**src/fci_defines.svh**
```systemverilog
// offsets, field positions, reset values and timing counts of the control and interrupt block
`ifndef FCI_DEFINES_SVH
`define FCI_DEFINES_SVH
`define FCI_IDX_W 7
`define FCI_IDX_IRQ 7'h00
`define FCI_IDX_CTLP0 7'h01
`define FCI_IDX_SINC0 7'h02
`define FCI_IDX_CMP0 7'h06
`define FCI_MOD_STRIDE 7'h07
`define FCI_IDX_CTRL 7'h19
`define FCI_IDX_PAT 7'h1a
`define FCI_IDX_CLKDIV 7'h1b
`define FCI_IDX_DATA0 7'h1d
`define FCI_DATA_STRIDE 7'h02
`define FCI_CTRL_GIE 0
`define FCI_CTRL_IPOL 1
`define FCI_CTRL_APOL 2
`define FCI_CTRL_PLEN_LO 6
`define FCI_CTRL_PLEN_HI 15
`define FCI_CLKDIV_SD_HI 7
`define FCI_CLKDIV_SGE 8
`define FCI_CLKDIV_PHASE_CAL_BIT 9
`define FCI_CTLP_MFIE 0
`define FCI_SINC_AE 0
`define FCI_CMP_IEH 0
`define FCI_CMP_IEL 1
`define FCI_RST_16 16'h0000
`define FCI_PAT_WORD 16
`define FCI_WD_RATIO 64
`define FCI_RESP_OKAY 2'b00
`endif

```
**src/fci_pkg.sv**
```systemverilog
// types of the control and interrupt block
package fci_pkg;
   typedef enum logic [1:0] {CAL_IDLE, CAL_RUN, CAL_FAIL} fci_cal_t;
   typedef logic [15:0] fci_word16_t;
endpackage

```
**src/fci_ctrl_irq.sv**
```systemverilog
// carrier pattern generator, interrupt unit and data acknowledge with an axi4-lite register slave
//****************************************************************
// Operation
// - carrier out pair: pattern and its inverse
// - pattern store 1024 bits, first write fills 16
// - each write shifts up 16, new LSBs
// - length code holds pattern length minus one
// - bit rate is clock over divider
// - generator runs only while enabled
// - cal bit starts polarity match, demod reference
// - success clears cal bit, fail keeps it
// - comparator flags set with global and own enable
// - comparator flag clears on read if source gone
// - watchdog flags modulator clock below clk/64
// - clock fail flag clears on read after recovery
// - comparator and clock fail flags drive irq pin (ready flags do not), polarity selectable
// - data pin active while any ready flag
// - ready polarity bit inverts data pin
// - no ready flag when filter and integrator off
// - ready enable low suppresses ready flag
// - no ready flag when both ratios one
// - status word layout, reset zero
//****************************************************************
//
// The address map and the AXI4-Lite slave port were decided locally.
`include "fci_defines.svh"
`timescale 1ns/10ps
`default_nettype none
module fci_ctrl_irq #(
   parameter int ADDR_W = 9,
   parameter int PAT_LEN = 1024,
   parameter int N_MOD = 4
) (
   input wire logic sys_clk,
   input wire logic rst,
   input wire logic s_axi_awvalid,
   output logic s_axi_awready,
   input wire logic [ADDR_W-1:0] s_axi_awaddr,
   input wire logic s_axi_wvalid,
   output logic s_axi_wready,
   input wire logic [31:0] s_axi_wdata,
   input wire logic [3:0] s_axi_wstrb,
   output logic s_axi_bvalid,
   input wire logic s_axi_bready,
   output logic [1:0] s_axi_bresp,
   input wire logic s_axi_arvalid,
   output logic s_axi_arready,
   input wire logic [ADDR_W-1:0] s_axi_araddr,
   output logic s_axi_rvalid,
   input wire logic s_axi_rready,
   output logic [31:0] s_axi_rdata,
   output logic [1:0] s_axi_rresp,
   input wire logic [N_MOD-1:0] high_cmp_hit,
   input wire logic [N_MOD-1:0] low_cmp_hit,
   input wire logic [N_MOD-1:0] mod_clk,
   input wire logic [N_MOD-1:0] data_new,
   input wire logic [N_MOD-1:0] filt_enabled,
   input wire logic [N_MOD-1:0] integ_enabled,
   input wire logic [N_MOD-1:0] osr_both_one,
   input wire logic [32*N_MOD-1:0] data_words,
   input wire logic filt_polarity,
   output logic carrier_out_true,
   output logic carrier_out_comp,
   output logic demod_ref,
   output logic irq_output_pin,
   output logic new_data_pin
);
   import fci_pkg::*;

   localparam int PW = $clog2(PAT_LEN);

   //****************************************************************
   // helpers
   //****************************************************************
   function automatic logic [6:0] idx_of(input logic [ADDR_W-1:0] a);
      idx_of = a[8:2];
   endfunction

   function automatic logic is_mod_reg(input logic [6:0] idx, input logic [6:0] base, input int m);
      is_mod_reg = (idx == 7'(base + 7'(m) * `FCI_MOD_STRIDE));
   endfunction

   function automatic fci_word16_t merge16(input fci_word16_t old, input logic [31:0] d, input logic [3:0] s);
      merge16 = {s[1] ? d[15:8] : old[15:8], s[0] ? d[7:0] : old[7:0]};
   endfunction

   //****************************************************************
   // axi4-lite slave
   //****************************************************************
   logic aw_got_q;
   logic w_got_q;
   logic [6:0] aw_idx_q;
   logic [31:0] wdata_q;
   logic [3:0] wstrb_q;
   logic bvalid_q;
   logic rvalid_q;
   logic [31:0] rdata_q;
   logic do_wr;
   logic do_rd;
   logic [6:0] rd_idx;
   logic [31:0] rd_val;

   assign s_axi_awready = ~aw_got_q & ~bvalid_q;
   assign s_axi_wready = ~w_got_q & ~bvalid_q;
   assign s_axi_bvalid = bvalid_q;
   assign s_axi_bresp = `FCI_RESP_OKAY;
   assign s_axi_arready = ~rvalid_q;
   assign s_axi_rvalid = rvalid_q;
   assign s_axi_rdata = rdata_q;
   assign s_axi_rresp = `FCI_RESP_OKAY;
   assign do_wr = aw_got_q & w_got_q;
   assign do_rd = s_axi_arvalid & ~rvalid_q;
   assign rd_idx = idx_of(s_axi_araddr);

   always_ff @(posedge sys_clk) begin
      if (rst) begin
         aw_got_q <= 1'b0;
         aw_idx_q <= 7'h00;
      end else if (s_axi_awvalid && s_axi_awready) begin
         aw_got_q <= 1'b1;
         aw_idx_q <= idx_of(s_axi_awaddr);
      end else if (do_wr) begin
         aw_got_q <= 1'b0;
      end
   end

   always_ff @(posedge sys_clk) begin
      if (rst) begin
         w_got_q <= 1'b0;
         wdata_q <= 32'h0000_0000;
         wstrb_q <= 4'h0;
      end else if (s_axi_wvalid && s_axi_wready) begin
         w_got_q <= 1'b1;
         wdata_q <= s_axi_wdata;
         wstrb_q <= s_axi_wstrb;
      end else if (do_wr) begin
         w_got_q <= 1'b0;
      end
   end

   always_ff @(posedge sys_clk) begin
      if (rst) begin
         bvalid_q <= 1'b0;
      end else if (do_wr) begin
         bvalid_q <= 1'b1;
      end else if (s_axi_bready) begin
         bvalid_q <= 1'b0;
      end
   end

   always_ff @(posedge sys_clk) begin
      if (rst) begin
         rvalid_q <= 1'b0;
         rdata_q <= 32'h0000_0000;
      end else if (do_rd) begin
         rvalid_q <= 1'b1;
         rdata_q <= rd_val;
      end else if (s_axi_rready) begin
         rvalid_q <= 1'b0;
      end
   end

   //****************************************************************
   // configuration registers
   //****************************************************************
   fci_word16_t ctrl_q;
   logic [8:0] clkdiv_q;
   logic [N_MOD-1:0] mfie_q;
   logic [N_MOD-1:0] ae_q;
   logic [N_MOD-1:0] ieh_q;
   logic [N_MOD-1:0] iel_q;
   logic gie;
   logic [PW-1:0] plen;
   logic [7:0] div;
   logic pattern_gen_enable;
   fci_word16_t clkdiv_wr;

   assign gie = ctrl_q[`FCI_CTRL_GIE];
   assign plen = ctrl_q[`FCI_CTRL_PLEN_HI:`FCI_CTRL_PLEN_LO];
   assign div = clkdiv_q[`FCI_CLKDIV_SD_HI:0];
   assign pattern_gen_enable = clkdiv_q[`FCI_CLKDIV_SGE];
   assign clkdiv_wr = merge16({6'h00, 1'b0, clkdiv_q}, wdata_q, wstrb_q);

   always_ff @(posedge sys_clk) begin
      if (rst) begin
         ctrl_q <= `FCI_RST_16;
         clkdiv_q <= 9'h000;
      end else if (do_wr && aw_idx_q == `FCI_IDX_CTRL) begin
         ctrl_q <= merge16(ctrl_q, wdata_q, wstrb_q);
      end else if (do_wr && aw_idx_q == `FCI_IDX_CLKDIV) begin
         clkdiv_q <= clkdiv_wr[8:0];
      end
   end

   // per-module enable bits, each in its module's parameter registers
   always_ff @(posedge sys_clk) begin
      if (rst) begin
         mfie_q <= '0;
         ae_q <= '0;
         ieh_q <= '0;
         iel_q <= '0;
      end else if (do_wr && wstrb_q[0]) begin
         for (int m = 0; m < N_MOD; m++) begin
            if (is_mod_reg(aw_idx_q, `FCI_IDX_CTLP0, m)) begin
               mfie_q[m] <= wdata_q[`FCI_CTLP_MFIE];
            end
            if (is_mod_reg(aw_idx_q, `FCI_IDX_SINC0, m)) begin
               ae_q[m] <= wdata_q[`FCI_SINC_AE];
            end
            if (is_mod_reg(aw_idx_q, `FCI_IDX_CMP0, m)) begin
               ieh_q[m] <= wdata_q[`FCI_CMP_IEH];
               iel_q[m] <= wdata_q[`FCI_CMP_IEL];
            end
         end
      end
   end

   //****************************************************************
   // pattern generator
   //****************************************************************
   logic [PAT_LEN-1:0] pattern_q;
   logic [7:0] div_cnt_q;
   logic [PW-1:0] ptr_q;
   logic tick;
   logic [7:0] div_last;
   logic carrier_q;
   logic comp_q;
   logic gen_bit;

   // a divider of zero behaves as one so the generator never stalls
   assign div_last = (div == 8'h00) ? 8'h00 : 8'(div - 8'h01);
   assign tick = pattern_gen_enable && (div_cnt_q == div_last);
   assign gen_bit = pattern_q[ptr_q];

   always_ff @(posedge sys_clk) begin
      if (rst) begin
         pattern_q <= '0;
      end else if (do_wr && aw_idx_q == `FCI_IDX_PAT) begin
         pattern_q <= {pattern_q[PAT_LEN-`FCI_PAT_WORD-1:0], wdata_q[15:0]};
      end
   end

   always_ff @(posedge sys_clk) begin
      if (rst || !pattern_gen_enable || tick) begin
         div_cnt_q <= 8'h00;
      end else begin
         div_cnt_q <= 8'(div_cnt_q + 8'h01);
      end
   end

   always_ff @(posedge sys_clk) begin
      if (rst) begin
         ptr_q <= '0;
      end else if (!pattern_gen_enable) begin
         ptr_q <= plen;
      end else if (tick) begin
         ptr_q <= (ptr_q == '0) ? plen : PW'(ptr_q - 1'b1);
      end
   end

   always_ff @(posedge sys_clk) begin
      if (rst) begin
         carrier_q <= 1'b0;
         comp_q <= 1'b1;
      end else begin
         carrier_q <= pattern_gen_enable & gen_bit;
         comp_q <= ~(pattern_gen_enable & gen_bit);
      end
   end

   assign carrier_out_true = carrier_q;
   assign carrier_out_comp = comp_q;

   //****************************************************************
   // phase calibration
   //****************************************************************
   fci_cal_t cal_q;
   logic phase_cal_bit_q;
   logic [PW:0] cal_cnt_q;
   logic [PW-1:0] offset_q;
   logic filt_pol_q;
   logic filt_rise;
   logic phase_cal_bit_wr;
   logic [PW:0] dm_sum;
   logic [PW-1:0] dm_idx;
   logic demod_q;

   assign filt_rise = filt_polarity & ~filt_pol_q;
   assign phase_cal_bit_wr = do_wr && aw_idx_q == `FCI_IDX_CLKDIV && wstrb_q[1];

   always_ff @(posedge sys_clk) begin
      if (rst) begin
         filt_pol_q <= 1'b0;
      end else begin
         filt_pol_q <= filt_polarity;
      end
   end

   always_ff @(posedge sys_clk) begin
      if (rst) begin
         cal_q <= CAL_IDLE;
         phase_cal_bit_q <= 1'b0;
         cal_cnt_q <= '0;
         offset_q <= '0;
      end else if (phase_cal_bit_wr && !wdata_q[`FCI_CLKDIV_PHASE_CAL_BIT]) begin
         cal_q <= CAL_IDLE;
         phase_cal_bit_q <= 1'b0;
      end else if (phase_cal_bit_wr && cal_q == CAL_IDLE) begin
         cal_q <= CAL_RUN;
         phase_cal_bit_q <= 1'b1;
         cal_cnt_q <= '0;
      end else begin
         unique case (cal_q)
            CAL_IDLE: begin
            end
            CAL_RUN: begin
               if (pattern_gen_enable && filt_rise) begin
                  offset_q <= ptr_q;
                  phase_cal_bit_q <= 1'b0;
                  cal_q <= CAL_IDLE;
               end else if (tick) begin
                  if (cal_cnt_q == {1'b0, plen}) begin
                     cal_q <= CAL_FAIL;
                  end
                  cal_cnt_q <= (PW + 1)'(cal_cnt_q + 1'b1);
               end
            end
            CAL_FAIL: begin
            end
         endcase
      end
   end

   // reference is the pattern rotated so its start lines up with the filter's rising polarity
   assign dm_sum = (PW + 1)'({1'b0, ptr_q} + {1'b0, plen} - {1'b0, offset_q});
   assign dm_idx = (dm_sum > {1'b0, plen}) ? PW'(dm_sum - {1'b0, plen} - 1'b1) : dm_sum[PW-1:0];

   always_ff @(posedge sys_clk) begin
      if (rst) begin
         demod_q <= 1'b0;
      end else begin
         demod_q <= pattern_gen_enable & pattern_q[dm_idx];
      end
   end

   assign demod_ref = demod_q;

   //****************************************************************
   // modulator clock watchdog
   //****************************************************************
   logic [N_MOD-1:0] mclk_s1_q;
   logic [N_MOD-1:0] mclk_s2_q;
   logic [N_MOD-1:0] mclk_d_q;
   logic [N_MOD-1:0] clk_fail;

   always_ff @(posedge sys_clk) begin
      if (rst) begin
         mclk_s1_q <= '0;
         mclk_s2_q <= '0;
         mclk_d_q <= '0;
      end else begin
         mclk_s1_q <= mod_clk;
         mclk_s2_q <= mclk_s1_q;
         mclk_d_q <= mclk_s2_q;
      end
   end

   genvar g;
   generate
      for (g = 0; g < N_MOD; g++) begin : g_wd
         logic [6:0] wd_cnt_q;
         always_ff @(posedge sys_clk) begin
            if (rst || (mclk_s2_q[g] && !mclk_d_q[g])) begin
               wd_cnt_q <= 7'h00;
            end else if (wd_cnt_q != 7'(`FCI_WD_RATIO)) begin
               wd_cnt_q <= 7'(wd_cnt_q + 7'h01);
            end
         end
         assign clk_fail[g] = (wd_cnt_q == 7'(`FCI_WD_RATIO));
      end
   endgenerate

   //****************************************************************
   // interrupt and acknowledge flags
   //****************************************************************
   logic [2*N_MOD-1:0] cmp_flag_q;
   logic [N_MOD-1:0] mf_q;
   logic [N_MOD-1:0] af_q;
   logic [2*N_MOD-1:0] cmp_src;
   logic [2*N_MOD-1:0] cmp_en;
   logic irq_rd;
   logic [N_MOD-1:0] data_rd;
   logic [N_MOD-1:0] af_set;
   logic irq_q;
   logic ack_q;

   assign irq_rd = do_rd && rd_idx == `FCI_IDX_IRQ;

   always_comb begin
      cmp_src = '0;
      cmp_en = '0;
      data_rd = '0;
      for (int m = 0; m < N_MOD; m++) begin
         cmp_src[2*m] = high_cmp_hit[m];
         cmp_src[2*m+1] = low_cmp_hit[m];
         cmp_en[2*m] = ieh_q[m];
         cmp_en[2*m+1] = iel_q[m];
         data_rd[m] = do_rd && rd_idx == 7'(`FCI_IDX_DATA0 + 7'(m) * `FCI_DATA_STRIDE);
      end
   end

   assign af_set = data_new & ae_q & (filt_enabled | integ_enabled) & ~osr_both_one;

   // a set in the clearing cycle wins, since the set term is ored in last
   always_ff @(posedge sys_clk) begin
      if (rst) begin
         cmp_flag_q <= '0;
         mf_q <= '0;
         af_q <= '0;
      end else begin
         cmp_flag_q <= (cmp_flag_q & ~({2*N_MOD{irq_rd}} & ~cmp_src)) | (cmp_src & cmp_en & {2*N_MOD{gie}});
         mf_q <= (mf_q & ~({N_MOD{irq_rd}} & ~clk_fail)) | (clk_fail & mfie_q & {N_MOD{gie}});
         af_q <= (af_q & ~data_rd) | af_set;
      end
   end

   always_ff @(posedge sys_clk) begin
      if (rst) begin
         irq_q <= 1'b0;
         ack_q <= 1'b0;
      end else begin
         irq_q <= (|{mf_q, cmp_flag_q}) ^ ctrl_q[`FCI_CTRL_IPOL];
         ack_q <= (|af_q) ^ ctrl_q[`FCI_CTRL_APOL];
      end
   end

   assign irq_output_pin = irq_q;
   assign new_data_pin = ack_q;

   //****************************************************************
   // read mux
   //****************************************************************
   always_comb begin
      rd_val = 32'h0000_0000;
      if (rd_idx == `FCI_IDX_IRQ) begin
         rd_val[15:0] = {af_q, mf_q, cmp_flag_q};
      end else if (rd_idx == `FCI_IDX_CTRL) begin
         rd_val[15:0] = ctrl_q;
      end else if (rd_idx == `FCI_IDX_CLKDIV) begin
         rd_val[9:0] = {phase_cal_bit_q, clkdiv_q};
      end
      for (int m = 0; m < N_MOD; m++) begin
         if (is_mod_reg(rd_idx, `FCI_IDX_CTLP0, m)) begin
            rd_val[`FCI_CTLP_MFIE] = mfie_q[m];
         end
         if (is_mod_reg(rd_idx, `FCI_IDX_SINC0, m)) begin
            rd_val[`FCI_SINC_AE] = ae_q[m];
         end
         if (is_mod_reg(rd_idx, `FCI_IDX_CMP0, m)) begin
            rd_val[1:0] = {iel_q[m], ieh_q[m]};
         end
         if (data_rd[m]) begin
            rd_val = data_words[32*m +: 32];
         end
      end
   end

endmodule
`default_nettype wire

```
**config.mk**
```make
export PLATFORM = sky130hd
export DESIGN_NAME = fci_ctrl_irq
export DESIGN_NICKNAME = d
export VERILOG_FILES = /design/src/fci_pkg.sv /design/src/fci_ctrl_irq.sv
export VERILOG_INCLUDE_DIRS = /design/src
export SDC_FILE = /design/constraint.sdc
export NUM_CORES = 2
export LEC_CHECK = 0
export ABC_AREA = 0
export BUFFER_PORTS_ARGS = -buffer_cell sky130_fd_sc_hd__clkbuf_2
export CORE_MARGIN = 5
export CORE_UTILIZATION = 55
export DETAILED_ROUTE_END_ITERATION = 10
export PLACE_DENSITY = 0.72
export SETUP_SLACK_MARGIN = 0.1
export SYNTH_ARGS = -nofsm -noshare
export SYNTH_HDL_FRONTEND = slang
export SYNTH_SLANG_ARGS = --single-unit
export TNS_END_PERCENT = 5
```
**constraint.sdc**
```tcl
create_clock -name sys_clk -period 8.6 [get_ports sys_clk]
set_clock_uncertainty 0.05 [all_clocks]
set_input_delay 0.43 -clock sys_clk [delete_from_list [all_inputs] [get_ports sys_clk]]
set_output_delay 0.43 -clock sys_clk [all_outputs]
set_load 0.01 [all_outputs]
```
==> metrics.cfg <==
[clocking]
cts_sinks = 1230
clk_pin_slew_worst_paths_ns = 0.06
cts_buffers = 136
htree_num_levels = 4
insertion_delay_ns = 0.75
cts_tree = done
cts-root-buf = clkbuf_16
cts_buffer_depth = 3
cts_setup_buffers = 0

[place]
placed_cell_area_sq_mm = 0.0664
dpl.hpwl_um = 147000
gp_congestion = 0.983
portBuffers = 237

[timing]
rsz0062_at_grt = no
clock.fmax_ghz = 0.120
period_needed_ns = 8.35
maxSlewHeadroom = 0.138
holdWs_ns = 0.0419
finalHoldViolations = 0
final.setup.tns_ns = 0
worstMarginPinSlew_ns = 1.29
finalSetupViolations = 0
period_share = 0.971
final_max_slew_viol_count = 0

[synth]
synthAdderAreaFrac = 0.00985
async_reset_ff_frac = 0
synth_compound_area_frac = 0.182
synth_seq_cells = 1230
synth_top_family_by_area = simple AND/OR/NAND/NOR gates
post-synth-top-count-cell = nand2_1
syn_inst = 7966
yosysTopAreaCell = dfxtp_1
synth-simple-area-share = 0.216
ys.flop_type = dfxtp_1
synth_common_cells = 2615 x nand2_1, 1230 x dfxtp_1, 1211 x a21oi_1, 501 x clkbuf_1, 341 x mux4_2
synth_cell_types = 98
synth_top_area_share = 0.383
seq_area_frac_synth = 0.383
syn_avg_cell_area_sq_um = 8.07
synth-xor-area-share = 0.0106
synth_area_leaders = dfxtp_1 38%, nand2_1 15%, mux4_2 12%, a21oi_1 9.4%, clkbuf_1 2.9%
synth_area_sq_mm = 0.0643
yosys_warnings = 0
synth_edf_count = 0
muxShareOfSynthArea = 0.151

[grt]
grt_max_degree = 226
gr-total-overflow = 0
grt_pass1_wl_um = 350000
grt_pass1_vias = 58400
grtUsageTotal = 0.360
antenna_found_initial = 18

[detailed_routing]
wl_per_cell_um = 24.1
ant_nets = 0
drtIter0Drc = 9737
drt-pass1-iter-count = 10
vias = 62900
via_per_inst = 6.56
drc = 0
finalWirelength_um = 231000

[setup_path]
cp.required_ns = 9.22
critPathMaxFanout = 13
crit_arrival_ns = 8.98
reg2reg_to = demod_ref
critPathKind = reg -> reg
endpoint_kind = register
rr_worst_depth = 24
rrSetupSlack_ns = 0.25
crit_path_start_kind = register
r2r_start = ptr_q[0]

[floorplanning]
io_pins = 264
die_area_sq_mm = 0.124
start_util = 0.553
die_w_um = 352
rows = 125
die_y_um = 352
core_area_sq_mm = 0.116

[pwr]
peakVddDrop_uv = 188
clkPwrFrac = 0.496
swShare = 0.222
seq_power_share = 0.481
combPwrFrac = 0.023
leakagePower_nw = 23.6
pwr_density_cell_mw_per_mm2 = 166
intPower_mw = 9.30
p_sw_mw = 2.65

[finish]
regArea_sq_mm = 0.0246
postLayoutCellArea_sq_mm = 0.0721
multi_input_area_sq_mm = 0.0367
syn_to_final_growth_pct = 12.1
drive_gt1_frac = 0.131
fin_nets = 8213
fill_cells = 10000

[min_path]
hold_depth = 5
hold_path_end = s_axi_rdata[11]
worstHoldStart = data_words[43]
min_path_type = in -> reg

[job]
drv_cap = 0

[outcome]
outcome = finished, final reports clean

[area by class of cell]
type / instances / area share
multi-input cells: 5977 / 0.509
flip-flops and latches: 1230 / 0.342
clock buffers: 207 / 0.0575
repair buffers: 523 / 0.0544
well taps: 1524 / 0.0265
clock inverters: 37 / 0.00533
inverters: 83 / 0.00439
diodes: 19 / 0.000660
[per-stage QoR]
| stage | cells | worst slack, ns | power [mW] | util |
|---|---|---|---|---|
| floorplan | 7969 | 1.66 | 6.01 | - |
| global placement | 9233 | 0.651 | 6.11 | 0.572 |
| detailed placement | 9233 | 0.669 | 6.11 | 0.572 |
| CTS | 9581 | 0.603 | 12.0 | 0.620 |
| global route | 9588 | 0.150 | 12.3 | 0.620 |
| finish | 9600 | 0.249 | 11.9 | 0.620 |
[per-layer routing]
layer / routed length [um] / GRT usage / vias up / share of wire
met4: 16000 / 0.221 / 6 / 0.069
li1: - / - / 28100 / -
met5: 70 / 0.00275 / - / 0.00030
met3: 26900 / 0.0964 / 882 / 0.12
met1: 88100 / 0.464 / 30100 / 0.38
met2: 100000 / 0.542 / 3857 / 0.43
[timing repair]
action | in CTS | in global routing
endpoints found under the setup margin | 0 | 1
hold endpoints to repair | 73 | 0
hold buffers | 104 | 0
resized for setup | 0 | 1
[placed cells by master, fill, tap and decap left out, types with 50 or more instances in the layout]
cell type and count:
dlygate4sd3_1 104, nand2_1 2613, mux4_2 341, o21ai_0 88
dfxtp_1 1227, mux2i_1 177, buf_4 157, nand3_1 150
nor2_1 215, a22oi_1 57, inv_1 79, xor2_1 50
and3_1 169, clkbuf_16 141, a211oi_1 197, a21oi_1 1211
a31oi_1 67, clkbuf_2 236
[cell families after synthesis]
logic type	Yosys count
adder cells (fa/ha/maj)	44
AND/OR/NAND/NOR	3371
AO/OA/AOI/OAI	1942
other	1
XOR/XNOR	78
flip-flops	1230
multiplexers	538
buffers and inverters	762
[worst max-delay path: stages (launching register included)]
cell      delay, ns
dfxtp_4        0.49
inv_1          0.17
ha_1           0.31
inv_1          0.06
ha_1           0.24
fa_1           0.50
a21o_1         0.18
a21oi_1        0.16
xor2_1         0.42
inv_1          0.25
ha_1           0.50
o211ai_1       0.14
a21oi_1        0.25
o31ai_4        0.10
a31oi_4        0.42
buf_4          0.30
nor3_2         0.14
a211oi_4       0.87
nand2_1        0.73
o221ai_1       0.44
nor4_1         0.09
a2111o_1       0.42
a311oi_1       0.49
a311oi_1       0.26
a211oi_2       0.27
[worst max path at each step]
stage / start / endpoint / slack, ns / cells after the start
global route: ptr_q[0] / demod_ref / 0.15 / 25
floorplan: ptr_q[0] / demod_ref / 1.66 / 29
finish: ptr_q[0] / demod_ref / 0.25 / 24
CTS: ptr_q[0] / demod_ref / 0.60 / 25
detailed placement: ptr_q[0] / demod_ref / 0.67 / 25
global placement: ptr_q[0] / demod_ref / 0.65 / 25
[power groups by stage]
| stage | registers (mW) | clock network, mW | logic, mW |
|---|---|---|---|
| floorplan | 5.86 | 0 | 0.146 |
| global placement | 5.87 | 0 | 0.238 |
| detailed placement | 5.87 | 0 | 0.240 |
| CTS | 5.74 | 5.98 | 0.271 |
| global route | 5.74 | 6.21 | 0.301 |
| finish | 5.74 | 5.93 | 0.278 |
[state kept, by name (all words and copies together) (netlist names), 2 cells and up]
| name | flops |
|---|---|
| iel_q | 4 |
| cmp_flag_q | 8 |
| ieh_q | 4 |
| ctrl_q | 16 |
| mclk_d_q | 4 |
| div_cnt_q | 8 |
| af_q | 4 |
| aw_idx_q | 7 |
| wdata_q | 16 |
| ae_q | 4 |
| wstrb_q | 2 |
| pattern_q | 1024 |
| mclk_s2_q | 4 |
| offset_q | 10 |
| clkdiv_q | 9 |
| mfie_q | 4 |
| cal_cnt_q | 11 |
| mclk_s1_q | 4 |
| g_wd.wd_cnt_q | 28 |
| cal_q | 2 |
| mf_q | 4 |
| ptr_q | 10 |
| s_axi_rdata | 32 |
Power figures use the tool's default switching activity.
